$ cat src/flash_ctl_pkg.sv
// Constants and types shared by the flash page, protection and timing block
package flash_ctl_pkg;

  // ----------------------------------------------------------------
  // Register map and bus widths
  // ----------------------------------------------------------------
  localparam int REG_ADDR_W = 12;
  localparam int MEM_ADDR_W = 16;
  localparam logic [11:0] CMD_ADDR = 12'hff8;
  localparam logic [11:0] PAGE_ADDR = 12'hff9;
  localparam logic [11:0] FREQH_ADDR = 12'hffa;
  localparam logic [11:0] FREQL_ADDR = 12'hffb;

  // ----------------------------------------------------------------
  // Commands, fields and reset values
  // ----------------------------------------------------------------
  localparam logic [7:0] CMD_UNLOCK1 = 8'h73;
  localparam logic [7:0] CMD_UNLOCK2 = 8'h8c;
  localparam logic [7:0] CMD_ERASE = 8'h95;
  localparam logic [7:0] CMD_LOCK_SEL = 8'h5e;
  localparam int PAGE_COUNT = 128;
  localparam int PAGE_BYTES = 512;
  localparam int PAGE_W = 7;
  localparam int PAGE_LSB = 9;
  localparam int INFO_BIT = 7;
  localparam logic [15:0] INFO_BASE = 16'hfe00;
  localparam logic [7:0] ERASE_FILL = 8'hff;
  localparam logic [7:0] PAGE_RESET = 8'h00;
  localparam logic [7:0] LOCK_RESET = 8'h00;
  localparam logic [7:0] FREQ_RESET = 8'h00;
  localparam logic [1:0] STATUS_PAD = 2'h0;

  // ----------------------------------------------------------------
  // Timing base: a 10 us tick made from the kHz value
  // ----------------------------------------------------------------
  localparam int TICK_US = 10;
  localparam int HZ_PER_KHZ = 1000;
  localparam int US_PER_S = 1000000;
  localparam logic [16:0] TICK_STEP = 17'(US_PER_S / (TICK_US * HZ_PER_KHZ));
  localparam int PROG_TIME_US = 40;
  localparam int ERASE_TIME_US = 10000;
  localparam int CNT_W = 11;
  localparam logic [10:0] PROG_TICKS = 11'(PROG_TIME_US / TICK_US);
  localparam logic [10:0] ERASE_TICKS = 11'(ERASE_TIME_US / TICK_US);

  // Controller states, coded as the status value software reads
  typedef enum logic [5:0] {
    ST_LOCKED = 6'b000000,
    ST_FIRST = 6'b000001,
    ST_SECOND = 6'b000010,
    ST_UNLOCKED = 6'b000011,
    ST_LOCK_SEL = 6'b000100,
    ST_PROGRAM = 6'b001000,
    ST_ERASE = 6'b010000
  } ctl_state_t;

endpackage : flash_ctl_pkg

$ cat src/flash_page_protect_timing.sv
// Flash page selection, sector write lock and program/erase timing base
//
// Design decision made here: the plain strobed port.
`timescale 1ns/1ps
`default_nettype none

// Behaviour
// - Any one of 128 pages is the single program and erase target.
// - Each page spans 512 bytes of flash.
// - Page erase fills every location of the selected page with FFh.
// - Page number is low 7 bits, compared with flash address 15:9.
// - Bit 7 set maps the information area at FE00h to FFFFh.
// - Page select and sector lock share one address; lock hides page.
// - Shared address reaches the sector lock only after command 5Eh.
// - Lock writes only set bits; zeros leave bits; register stays readable.
// - Set lock bit n refuses programming and erasing in sector n.
// - Frequency value is high byte over low byte, sixteen bits.
// - Program and erase durations are timed from the frequency value.
// - Unknown or out-of-order commands return the controller to locked; while programming or erasing, commands are ignored.
// - While unlocked only writes inside the selected page are programmed.
// - After unlock, command 95h starts erasing the selected page.
module flash_page_protect_timing #(
  parameter int SECTOR_PAGE_SHIFT = 4
) (
  input wire logic ref_clk,
  input wire logic resetn,
  input wire logic clkEn,
  input wire logic [flash_ctl_pkg::REG_ADDR_W-1:0] regAddr,
  input wire logic [7:0] regWrData,
  input wire logic regWr,
  input wire logic regRd,
  output logic [7:0] regRdData,
  input wire logic memWr,
  input wire logic [flash_ctl_pkg::MEM_ADDR_W-1:0] memAddr,
  input wire logic [7:0] memData,
  output logic [flash_ctl_pkg::MEM_ADDR_W-1:0] flashAddr,
  output logic [7:0] flashData,
  output logic flashProgram,
  output logic flashErase,
  output logic flashInfoArea,
  output logic auxAreaMapEnable,
  output logic cpuHold,
  output logic accessRefused
);
  import flash_ctl_pkg::*;

  // ----------------------------------------------------------------
  // Helper functions
  // ----------------------------------------------------------------
  // page span
  function automatic logic [PAGE_W-1:0] page_of(input logic [15:0] addr);
    page_of = addr[PAGE_LSB +: PAGE_W];
  endfunction : page_of

  function automatic logic sector_locked(input logic [7:0] bits, input logic [PAGE_W-1:0] pg);
    logic [PAGE_W-1:0] sect;
    sect = pg >> SECTOR_PAGE_SHIFT;
    sector_locked = bits[sect[2:0]];
  endfunction : sector_locked

  // ----------------------------------------------------------------
  // State
  // ----------------------------------------------------------------
  ctl_state_t state_r, state_nxt;
  logic [7:0] pageSel_r, pageSel_nxt;
  logic [7:0] lock_r, lock_nxt;
  logic [7:0] freqHigh_r, freqHigh_nxt;
  logic [7:0] freqLow_r, freqLow_nxt;
  logic [15:0] acc_r, acc_nxt;
  logic [CNT_W-1:0] cnt_r, cnt_nxt;
  logic [15:0] flashAddr_r, flashAddr_nxt;
  logic [7:0] flashData_r, flashData_nxt;
  logic flashInfo_r, flashInfo_nxt;
  logic refused_r, refused_nxt;
  logic [7:0] rdData_r, rdData_nxt;
  logic [15:0] freqValue;
  logic [16:0] accSum;
  logic tick;
  logic busy;
  logic [PAGE_W-1:0] selPage;
  logic curLocked;

  assign freqValue = {freqHigh_r, freqLow_r};
  assign selPage = pageSel_r[PAGE_W-1:0];
  assign curLocked = sector_locked(lock_r, selPage);
  assign busy = (state_r == ST_PROGRAM) || (state_r == ST_ERASE);

  // tick every 10 us when value holds the clock in kHz
  assign accSum = {1'b0, acc_r} + TICK_STEP;
  assign tick = accSum >= {1'b0, freqValue};

  // ----------------------------------------------------------------
  // Next-state logic
  // ----------------------------------------------------------------
  // Command sequencing, register writes, reads and operation timing
  always_comb begin
    state_nxt = state_r;
    pageSel_nxt = pageSel_r;
    lock_nxt = lock_r;
    freqHigh_nxt = freqHigh_r;
    freqLow_nxt = freqLow_r;
    acc_nxt = acc_r;
    cnt_nxt = cnt_r;
    flashAddr_nxt = flashAddr_r;
    flashData_nxt = flashData_r;
    flashInfo_nxt = flashInfo_r;
    refused_nxt = 1'b0;
    rdData_nxt = 8'h00;
    if (regWr) begin
      case (regAddr)
        CMD_ADDR: begin
          if (!busy) begin
            case (regWrData)
              CMD_UNLOCK1: begin
                state_nxt = (state_r == ST_LOCKED) ? ST_FIRST : ST_LOCKED;
              end
              CMD_UNLOCK2: begin
                state_nxt = (state_r == ST_FIRST) ? ST_SECOND : ST_LOCKED;
              end
              CMD_LOCK_SEL: begin
                state_nxt = ST_LOCK_SEL;
              end
              CMD_ERASE: begin
                if (state_r == ST_UNLOCKED && !curLocked) begin
                  state_nxt = ST_ERASE;
                  cnt_nxt = ERASE_TICKS;
                  acc_nxt = 16'h0000;
                  flashAddr_nxt = {selPage, {PAGE_LSB{1'b0}}};
                  flashData_nxt = ERASE_FILL;
                  flashInfo_nxt = pageSel_r[INFO_BIT] && (&selPage);
                end else begin
                  state_nxt = ST_LOCKED;
                  refused_nxt = (state_r == ST_UNLOCKED);
                end
              end
              default: begin
                state_nxt = ST_LOCKED;
              end
            endcase
          end
        end
        PAGE_ADDR: begin
          if (state_r == ST_LOCK_SEL) begin
            lock_nxt = lock_r | regWrData;
          end else if (state_r == ST_SECOND) begin
            state_nxt = (regWrData == pageSel_r) ? ST_UNLOCKED : ST_LOCKED;
          end else if (state_r == ST_LOCKED) begin
            pageSel_nxt = regWrData;
          end
        end
        FREQH_ADDR: begin
          freqHigh_nxt = regWrData;
        end
        FREQL_ADDR: begin
          freqLow_nxt = regWrData;
        end
        default: begin
        end
      endcase
    end
    // program only inside the open page
    if (memWr && state_r == ST_UNLOCKED) begin
      if (page_of(memAddr) == selPage && !curLocked) begin
        state_nxt = ST_PROGRAM;
        cnt_nxt = PROG_TICKS;
        acc_nxt = 16'h0000;
        flashAddr_nxt = memAddr;
        flashData_nxt = memData;
        flashInfo_nxt = pageSel_r[INFO_BIT] && (memAddr >= INFO_BASE);
      end else begin
        refused_nxt = 1'b1;
      end
    end
    if (busy) begin
      if (tick) begin
        acc_nxt = (freqValue == 16'h0000) ? 16'h0000 : 16'(accSum - {1'b0, freqValue});
        cnt_nxt = cnt_r - 11'h001;
        if (cnt_r == 11'h001) begin
          state_nxt = (state_r == ST_PROGRAM) ? ST_UNLOCKED : ST_LOCKED;
          flashInfo_nxt = 1'b0;
        end
      end else begin
        acc_nxt = accSum[15:0];
      end
    end
    if (regRd) begin
      case (regAddr)
        CMD_ADDR: rdData_nxt = {STATUS_PAD, state_r};
        PAGE_ADDR: rdData_nxt = (state_r == ST_LOCK_SEL) ? lock_r : pageSel_r;
        FREQH_ADDR: rdData_nxt = freqHigh_r;
        FREQL_ADDR: rdData_nxt = freqLow_r;
        default: rdData_nxt = 8'h00;
      endcase
    end
  end

  // ----------------------------------------------------------------
  // Registers
  // ----------------------------------------------------------------
  // State update, frozen while the clock enable is low
  always_ff @(posedge ref_clk or negedge resetn) begin
    if (!resetn) begin
      state_r <= ST_LOCKED;
      pageSel_r <= PAGE_RESET;
      lock_r <= LOCK_RESET;
      freqHigh_r <= FREQ_RESET;
      freqLow_r <= FREQ_RESET;
      acc_r <= 16'h0000;
      cnt_r <= 11'h000;
      flashAddr_r <= 16'h0000;
      flashData_r <= 8'h00;
      flashInfo_r <= 1'b0;
      refused_r <= 1'b0;
      rdData_r <= 8'h00;
    end else if (clkEn) begin
      state_r <= state_nxt;
      pageSel_r <= pageSel_nxt;
      lock_r <= lock_nxt;
      freqHigh_r <= freqHigh_nxt;
      freqLow_r <= freqLow_nxt;
      acc_r <= acc_nxt;
      cnt_r <= cnt_nxt;
      flashAddr_r <= flashAddr_nxt;
      flashData_r <= flashData_nxt;
      flashInfo_r <= flashInfo_nxt;
      refused_r <= refused_nxt;
      rdData_r <= rdData_nxt;
    end
  end

  // Outputs
  assign regRdData = rdData_r;
  assign flashAddr = flashAddr_r;
  assign flashData = flashData_r;
  assign flashProgram = (state_r == ST_PROGRAM);
  assign flashErase = (state_r == ST_ERASE);
  assign flashInfoArea = flashInfo_r;
  assign auxAreaMapEnable = pageSel_r[INFO_BIT];
  assign cpuHold = busy;
  assign accessRefused = refused_r;
endmodule : flash_page_protect_timing

`default_nettype wire

$ cat config.mk
export PLATFORM = sky130hd
export DESIGN_NAME = flash_page_protect_timing
export DESIGN_NICKNAME = d
export VERILOG_FILES = /design/src/flash_ctl_pkg.sv /design/src/flash_page_protect_timing.sv
export SDC_FILE = /design/constraint.sdc
export NUM_CORES = 1
export LEC_CHECK = 0
export CAP_MARGIN = 20
export CELL_PAD_IN_SITES_DETAIL_PLACEMENT = 0
export CELL_PAD_IN_SITES_GLOBAL_PLACEMENT = 1
export CORE_UTILIZATION = 49
export DETAILED_ROUTE_END_ITERATION = 10
export DONT_BUFFER_PORTS = 1
export MAX_ROUTING_LAYER = met4
export PLACE_DENSITY = 0.76
export SLEW_MARGIN = 20
export SYNTH_ARGS = -nofsm -noshare
export SYNTH_HDL_FRONTEND = slang
export SYNTH_SLANG_ARGS = --single-unit
$ cat constraint.sdc
create_clock -name ref_clk -period 3.85 [get_ports ref_clk]
set_input_delay 0 -clock ref_clk [delete_from_list [all_inputs] [get_ports ref_clk]]
set_output_delay 0 -clock ref_clk [all_outputs]
set_load 0.02 [all_outputs]
Word level (Yosys, flattened, before mapping)
Cells that the tools add are included.

word-level totals
  input bits = 50
  logic and storage cells = 122
  output and inout port bits = 38
  bits in registers = 99

operators by class
  reductions and logical operators = 14
  equality and inequality tests = 17
  add/subtract/negate cells = 3
  muxes and demuxes = 70
  $lt $le $gt $ge = 3
  bitwise logic cells = 3

operator list
  kind                     count
  $mux W16                 16
  $mux W11                 9
  $mux W8                  9
  $mux W6                  9
  $eq A12 B12 Y1 const B   4
  $pmux W8 S4              1
  $pmux W5 S4              1
  $mux W1                  19
  $add A16 B7 Y17 const B  1
  $ge A17 B16 Y1           1
  $eq A8 B7 Y1 const B     2
  $eq A8 B8 Y1 const B     2
  $ge A16 B16 Y1 const B   1
  $logic_not A16 Y1        1
  $sub A16 B16 Y16         1
  $eq A6 B2 Y1 const B     2
  $pmux W6 S2              1
  $eq A11 B1 Y1 const B    1
  $sub A11 B1 Y11 const B  1
  $eq A8 B8 Y1             1
  $or A8 B8 Y8             1
  $eq A7 B7 Y1             1
  $reduce_and A7 Y1        1
  $eq A6 B1 Y1 const B     1
  15 further kinds         23

Logic depth before layout (Yosys ltp)
Gate-level depths: netlist of run 1.

  depth in word-level cells = 14
  depth in mapped cells = 15
  depth with buffers taken out = 14

Worst setup path after synthesis of run 1
No wires, ideal clock.

  kind = reg2reg
  start point = register acc_r[2]
  end point = register acc_r[12]
  required time = 3.785 ns
  cell stages (with the launch flop) = 16
  library setup time = 0.065 ns
  data arrival time = 3.287 ns
  path buffers = 1
  setup slack = 0.498 ns
  period minus slack after synthesis = 3.352 ns
  path through = dfrtp_1 > ha_1 > a21oi_1 > nor2b_1 > nor2_1 > nand2_1 > xnor2_1 > ha_1 > a21oi_1 > o21ai_0 > o21bai_1 > a221oi_2 > clkbuf_1 > nand3_1 > o32a_1 > nand2_1

between the ends
  cells in the longest elaborated chain, start to end = 5
  elaborated cells between the ends (all ways) = 6
  those cells by class = add/sub (2); order compare (1); mux (3)

RTL lines
  element                 line                              RTL
  from (decl)             flash_page_protect_timing.sv:69   logic [15:0] acc_r, acc_nxt;
  from (signal assigned)  flash_page_protect_timing.sv:221  acc_r <= acc_nxt;
  $add A16 B7 Y17 (*)     flash_page_protect_timing.sv:89   assign accSum = {1'b0, acc_r} + TICK_STEP;
  $sub A16 B16 Y16        flash_page_protect_timing.sv:176  acc_nxt = (freqValue == 16'h0000) ? 16'h0000 : 16'(accSum - {1'b0, freqValue});
  $mux W16                flash_page_protect_timing.sv:176
  $mux W16 (*)            flash_page_protect_timing.sv:175  if (tick) begin
  $mux W16 (*)            flash_page_protect_timing.sv:174  if (busy) begin

Mark *: on every way between the ends. The rest lies on a longest branch, timed or not.
A chain may end at the register's enable or synchronous reset.

Final worst setup path of run 1
  start point = register acc_r[2]
  end point = register state_r[2]

between the ends
  cells in the longest elaborated chain, start to end = 4

RTL lines
  element               line                              RTL
  $add A16 B7 Y17       flash_page_protect_timing.sv:89
  $ge A17 B16 Y1        flash_page_protect_timing.sv:90   assign tick = accSum >= {1'b0, freqValue};
  $mux W6               flash_page_protect_timing.sv:175
  $mux W6               flash_page_protect_timing.sv:174
  to (signal assigned)  flash_page_protect_timing.sv:216  state_r <= state_nxt;
  to (decl)             flash_page_protect_timing.sv:64   ctl_state_t state_r, state_nxt;

Every way passes these cells.

==> results.py, run 1 <==
metrics = {
    "global_route": {
        "track_usage": 0.301,
        "grt_pass1_wl_um": 28500,
        "antenna_found_initial": 0,
        "grt_overflow": 0,
        "grt_max_degree": 100,
        "grt_pass1_vias": 5266,
    },
    "yosys": {
        "netlist_area_um2": 6100,
        "ys_seq_area_frac": 0.406,
        "yosysWarnings": 0,
        "ys_ff_latch": 99,
        "syn_inst": 639,
        "synth_async_sr_flop_share": 1.00,
        "syn_nets": 709,
        "syn_avg_cell_area_um2": 9.54,
        "synth_edf_count": 0,
        "synth_cell_type_count": 64,
        "synth-main-ff-cell": "dfrtp_1",
    },
    "critical_path": {
        "cp-end-kind": "register",
        "cp_slowest_stage_delay_ns": 0.42,
        "crit_chain": "ha_2 -> a21oi_2 -> nor2b_2 -> nor2_1 -> nand4_1 -> xnor2_2 -> ha_1 -> a21o_1 -> a21oi_1 -> o31ai_1 -> a221oi_2 -> buf_6 -> nor3_1 -> or3_1 -> o32ai_1",
        "required_ns": 4.11,
        "setup.worst_path.start_class": "register",
        "critPathSlowestCell": "dfrtp_1",
        "critPathArrivalTime_ns": 3.86,
        "r2r_start": "acc_r[2]",
        "reg2reg_slack_ns": 0.25,
        "setup.worst_path.class": "reg2reg",
        "cp_max_fo": 14,
        "r2r_end": "state_r[2]",
        "ff2ff_path_depth": 15,
    },
    "timing": {
        "holdWs_ns": 0.00604,
        "clock.fmax_ghz": 0.278,
        "post-route-period-util": 0.936,
        "final_max_slew_viol_count": 0,
        "fin_crit_ns": 3.60,
        "relSlewSlack": 0.471,
        "layout_setup_ws_ns": 0.247,
        "rsz0062_at_grt": "false",
        "setup_viol": 0,
        "finalHoldViolations": 0,
        "skew_ns": 0.00791,
        "timing.setup.tns_ns": 0,
        "worst_pin_slew_ns": 0.786,
    },
    "floorplanning": {
        "start_util": 0.506,
        "rows": 40,
        "fp.dieH_um": 114,
        "die_area_um2": 12900,
        "fp.dieW_um": 114,
        "core-area_um2": 12100,
        "io_pins": 88,
    },
    "layout": {
        "syn2layout_area_growth_pct": 16.4,
        "final_util": 0.588,
        "num_antenna_cells": 0,
        "layout-drive-gt1-share": 0.106,
        "nNetsFinal": 746,
        "fill_cells": 1038,
    },
    "hold_path": {
        "worstHoldPathType": "in2reg",
        "hold_path_depth": 2,
        "hold_start": "clkEn",
        "min_to": "acc_r[2]",
    },
    "drt": {
        "remaining_drc_errors": 0,
        "drtPass1Iterations": 5,
        "ant_nets": 0,
        "wire_per_inst_um": 21.2,
        "wl_um": 18000,
        "drt_iter0_drc": 391,
        "via_count": 5280,
        "avgViaCountPerCell": 6.23,
    },
    "cts": {
        "max-clock-path-buffers": 2,
        "cts_made_buffers": 9,
        "cts_tree": "done",
        "clkLatencyLatePin_ns": 0.36,
        "post_cts.repair.setup_buffers": 0,
        "clkTransAtPathRegs_ns": 0.07,
        "cts.sinks": 99,
        "h-tree-depth": 3,
        "cts_root_buf": "clkbuf_16",
    },
    "pwr": {
        "cellPowerDensity_nw_per_um2": 374,
        "ir_drop_mv": 0.297,
        "fin_total_pwr_uw": 2650,
        "p_leak_uw": 0.00324,
    },
    "status": {
        "status": "finished clean",
    },
    "job": {
        "cap_violations": 0,
    },
    "placed_design": {
        "place_worst_setup_slack_ns": 0.0696,
        "place_congestion": 0.904,
        "place.port_buffers": 0,
        "dpl.hpwl_um": 12100,
    },
}
[layout make-up]
class                   count  area, µm²  area share
clock buffers               9        225      0.0317
well taps                 168        210      0.0296
multi-input cells         477       3380       0.477
flip-flops and latches     99       2480       0.349
repair buffers             60        594      0.0838
clock inverters             6       96.3      0.0136
inverters                  29        109      0.0153
[per-layer routing]
| layer | vias up | GRT usage | part of all wire |
|---|---|---|---|
| met5 | - | - | 0 |
| met2 | 210 | 0.478 | 0.47 |
| li1 | 2446 | - | - |
| met3 | 41 | 0.0648 | 0.064 |
| met4 | 0 | 0.121 | 0.029 |
| met1 | 2583 | 0.375 | 0.44 |
[state kept, by name, indices dropped and copies added (netlist names)]
register       count
cnt_r             11
flashInfoArea      1
flashAddr         16
acc_r             16
flashData          8
regRdData          8
state_r            6
accessRefused      1
lock_r             8
pageSel_r          8
freqLow_r          8
freqHigh_r         8
[power breakdown]
part / leakage (µW) / switching [µW] / internal, µW
Clock: 0.000154 / 432 / 576
Combinational: 0.00181 / 286 / 231
Sequential: 0.00128 / 50.8 / 1080
[critical path: cells and delay by family, from the launching register on]
kind | cells | cell delay, ns
compound gates | 6 | 1.12
simple gates | 5 | 0.98
fa+ha+maj | 2 | 0.61
flops | 1 | 0.42
buf+inv | 1 | 0.20
xor+xnor | 1 | 0.18
[worst max path at each step]
stage | startpoint | depth (start not counted) | to
6_report | acc_r[2] | 15 | state_r[2]
5_1_grt | acc_r[2] | 15 | state_r[2]
4_1_cts | acc_r[2] | 14 | state_r[2]
3_5_place_dp | acc_r[2] | 14 | state_r[2]
3_3_place_gp | acc_r[2] | 14 | state_r[2]
2_1_floorplan | acc_r[2] | 15 | acc_r[12]
[cell usage in the layout (no fill, tap or decap), types with 15 or more instances in the layout]
master	instances
ha_1	18
nor3_1	18
dlygate4sd3_1	43
a21oi_1	30
dfrtp_1	99
nor2_1	35
nand3_1	19
o21ai_0	32
mux2_2	16
xor2_1	19
inv_1	29
a22o_1	15
nand2_1	53
xnor2_1	21
a21o_1	16
[Yosys cell counts, drive strengths merged, types with 6 or more instances]
master,n,share of area
buf,9,0.0094
o2bb2ai,7,0.010
ha,19,0.039
mux2,16,0.030
o21ai,43,0.039
and3,13,0.013
mux2i,6,0.0098
a22oi,9,0.011
nor2,36,0.022
dfrtp,99,0.41
nor2b,7,0.0072
a22o,15,0.022
a21oi,33,0.029
xor2,19,0.027
o22ai,11,0.011
nand2,53,0.033
nor3,18,0.015
o22a,9,0.013
inv,29,0.018
nand3,19,0.016
nor4,14,0.014
nand4,13,0.013
clkbuf,25,0.015
xnor2,22,0.032
a21o,16,0.020
mux4,8,0.030
[cells by family after synthesis]
group / Yosys count / share of synthesized area
flip-flops: 99 / 0.406
adder cells (fa/ha/maj): 20 / 0.0423
multiplexers: 30 / 0.0689
AO/OA/AOI/OAI: 175 / 0.201
XOR/XNOR: 41 / 0.0589
buffers and inverters: 63 / 0.0427
AND/OR/NAND/NOR: 211 / 0.180
[repair_timing]
item | CTS | global route
hold buffers | 45 | 0
endpoints found under the hold margin | 178 | 0
resized for setup | 0 | 7
endpoints found under the setup margin | 0 | 30
[metrics by stage]
| stage | instance area [µm²] | cells |
|---|---|---|
| 2_1_floorplan | 6100 | 639 |
| 3_3_place_gp | 6270 | 788 |
| 3_5_place_dp | 6270 | 788 |
| 4_1_cts | 7070 | 848 |
| 5_1_grt | 7100 | 848 |
| 6_report | 7100 | 848 |
(Power assumes the default switching activity.)
==> inputs of run 2 (changes only) <==
--- a/config.mk
+++ b/config.mk
@@ -8,6 +8,7 @@
 export CAP_MARGIN = 20
 export CELL_PAD_IN_SITES_DETAIL_PLACEMENT = 0
 export CELL_PAD_IN_SITES_GLOBAL_PLACEMENT = 1
+export CORE_MARGIN = 2
 export CORE_UTILIZATION = 49
 export DETAILED_ROUTE_END_ITERATION = 10
 export DONT_BUFFER_PORTS = 1
==> constraint.sdc (replaced) <==
create_clock -name ref_clk -period 3.65 [get_ports ref_clk]
set_input_delay 0 -clock ref_clk [delete_from_list [all_inputs] [get_ports ref_clk]]
set_output_delay 0 -clock ref_clk [all_outputs]
set_load 0.02 [all_outputs]
==> run 2 against run 1 <==
Against the previous run:
- worst hold slack improved by 0.0023 ns
- combinational power up 10%
- clock-buffer cell count did not move
- sequential share of layout area shrank 0.61 points
- sequential power rose by 5%
- register-to-register slack worse by 0.08 ns
- global-route usage shrank 1.2 points
- non-clock buffer count grew 12
- cell area increased by 1.8%
- largest cell class unchanged
==> results.py, run 2 (synthesis gave the netlist of run 1 again) <==
metrics = {
    "status": {
        "status": "finished clean",
    },
    "hold_path": {
        "hold_path_depth": 4,
        "worstHoldPathType": "in2reg",
    },
    "pwr": {
        "fin_total_pwr_uw": 2790,
        "pwr-share-clk": 0.371,
        "p_comb_frac": 0.204,
        "ir_drop_mv": 0.482,
        "p_sw_frac": 0.301,
        "seqPwrFrac": 0.425,
        "p_int_uw": 1950,
        "p_sw_uw": 840,
        "p_leak_uw": 0.00330,
        "cellPowerDensity_nw_per_um2": 386,
    },
    "floorplanning": {
        "rows": 40,
        "die_area_um2": 13400,
        "io_pins": 88,
        "start_util": 0.506,
        "fp.dieH_um": 116,
        "fp.dieW_um": 116,
        "core-area_um2": 12100,
    },
    "layout": {
        "fill_cells": 1047,
        "syn2layout_area_growth_pct": 18.5,
        "layout-drive-gt1-share": 0.126,
        "num_antenna_cells": 0,
        "nNetsFinal": 758,
        "final_cells": 861,
        "finish.instance_area_um2": 7230,
        "layout_commonest_cell": "dfrtp_1",
        "layout_common_cells": "dfrtp_1, nand2_1, dlygate4sd3_1, nor2_1, o21ai_0",
    },
    "timing": {
        "clock.fmax_ghz": 0.287,
        "skew_ns": 0.0107,
        "relSlewSlack": 0.490,
        "worst_pin_slew_ns": 0.764,
        "post-route-period-util": 0.953,
        "timing.setup.tns_ns": 0,
        "fin_crit_ns": 3.48,
        "finalHoldViolations": 0,
        "holdWs_ns": 0.00838,
        "final_max_slew_viol_count": 0,
        "setup_viol": 0,
    },
    "critical_path": {
        "cp_max_fo": 9,
        "setup.worst_path.start_class": "register",
        "crit_chain": "buf_4 -> nand3_1 -> nor3b_1 -> buf_4 -> nor2_2 -> nor2b_1 -> or2_2 -> ha_4 -> nand4_1 -> o21bai_1 -> a221oi_2 -> clkbuf_16 -> clkbuf_4 -> or3_1 -> a31oi_4 -> o22ai_1",
        "critPathSlowestCell": "or3_1",
        "crit_family": "simple AND/OR/NAND/NOR gates",
        "cp_slowest_stage_delay_ns": 0.41,
        "critPathMostFrequentCell": "buf_4",
        "path_depth": 16,
        "worst-path-buf-inv": 4,
        "setup.worst_path.class": "reg2reg",
        "critPathArrivalTime_ns": 3.71,
        "required_ns": 3.88,
        "cp-end-kind": "register",
        "ff2ff_path_depth": 16,
    },
    "drt": {
        "via_count": 5312,
        "remaining_drc_errors": 0,
        "wl_um": 18100,
        "drtPass1Iterations": 5,
        "wire_per_inst_um": 21.0,
        "avgViaCountPerCell": 6.17,
        "ant_nets": 0,
        "drt_iter0_drc": 490,
    },
    "global_route": {
        "track_usage": 0.289,
        "grt_pass1_vias": 5305,
        "grt_max_degree": 100,
        "grt_pass1_wl_um": 28300,
        "antenna_found_initial": 0,
        "grt_overflow": 0,
    },
    "job": {
        "cap_violations": 0,
    },
    "placed_design": {
        "place_area_um2": 6330,
        "dpl.hpwl_um": 12300,
        "place_congestion": 0.890,
        "placed_cells": 795,
        "place.port_buffers": 0,
    },
    "cts": {
        "clkLatencyLatePin_ns": 0.36,
        "clkTransAtPathRegs_ns": 0.07,
        "cts.sinks": 99,
        "h-tree-depth": 3,
        "cts_made_buffers": 9,
        "cts_tree": "done",
        "cts_root_buf": "clkbuf_16",
        "max-clock-path-buffers": 2,
    },
}
## run 2: path summary, 6_finish.rpt
path / start / endpoint / slack (ns)
setup / recovery: acc_r[2] / state_r[4] / 0.17
hold / removal: clkEn / cnt_r[6] / 0.008
setup reg to reg: acc_r[2] / state_r[4] / 0.17
hold reg to reg: lock_r[6] / lock_r[6] / 0.48
max in group asynchronous: resetn / pageSel_r[3] / 2.97
min in group asynchronous: resetn / flashAddr[13] / 0.21
## run 2: metrics by stage
step / utilization / setup slack, ns
final: 0.599 / 0.171
after global routing: 0.599 / -0.0264
after CTS: 0.591 / 0.0707
after detailed placement: 0.525 / -0.0243
after global placement: 0.525 / 0.103
after floorplan: - / 0.298
## run 2: area by class of cell
| cell class | count | area [µm²] | share of cell area |
|---|---|---|---|
| Multi-Input combinational cell | 477 | 3410 | 0.472 |
| Sequential cell | 99 | 2480 | 0.343 |
| Timing Repair Buffer | 72 | 698 | 0.0966 |
| Clock buffer | 9 | 225 | 0.0312 |
| Tap cell | 168 | 210 | 0.0291 |
| Inverter | 29 | 109 | 0.0151 |
| Clock inverter | 7 | 93.8 | 0.0130 |
## run 2: what timing repair did
| action | CTS | global route |
|---|---|---|
| buffers inserted | 0 | 5 |
| endpoints found under the setup margin | 1 | 26 |
| endpoints found under the hold margin | 178 | 0 |
| resized for setup | 1 | 11 |
| pin swaps | 0 | 2 |
| hold buffers | 45 | 0 |
## run 2: worst register-to-register path: stages, from the launching register on
cell and delay (ns):
dfrtp_1 0.35, buf_4 0.13, nand3_1 0.10, nor3b_1 0.15
buf_4 0.16, nor2_2 0.16, nor2b_1 0.08, or2_2 0.33
ha_4 0.30, nand4_1 0.16, o21bai_1 0.22, a221oi_2 0.10
clkbuf_16 0.17, clkbuf_4 0.18, or3_1 0.41, a31oi_4 0.23
o22ai_1 0.12
## run 2: power groups by stage
stage / sequential (µW) / combinational [µW] / clock, µW
2_1_floorplan: 1200 / 371 / 0
3_3_place_gp: 1200 / 464 / 0
3_5_place_dp: 1200 / 466 / 0
4_1_cts: 1180 / 552 / 1050
5_1_grt: 1200 / 629 / 1100
6_report: 1190 / 569 / 1030
## run 2: per-layer routing
| layer | wire length (µm) | global-route usage | share of wire |
|---|---|---|---|
| met5 | 0 | - | 0 |
| met1 | 7780 | 0.364 | 0.43 |
| met2 | 8690 | 0.462 | 0.48 |
| met3 | 1070 | 0.0560 | 0.059 |
| met4 | 527 | 0.108 | 0.029 |
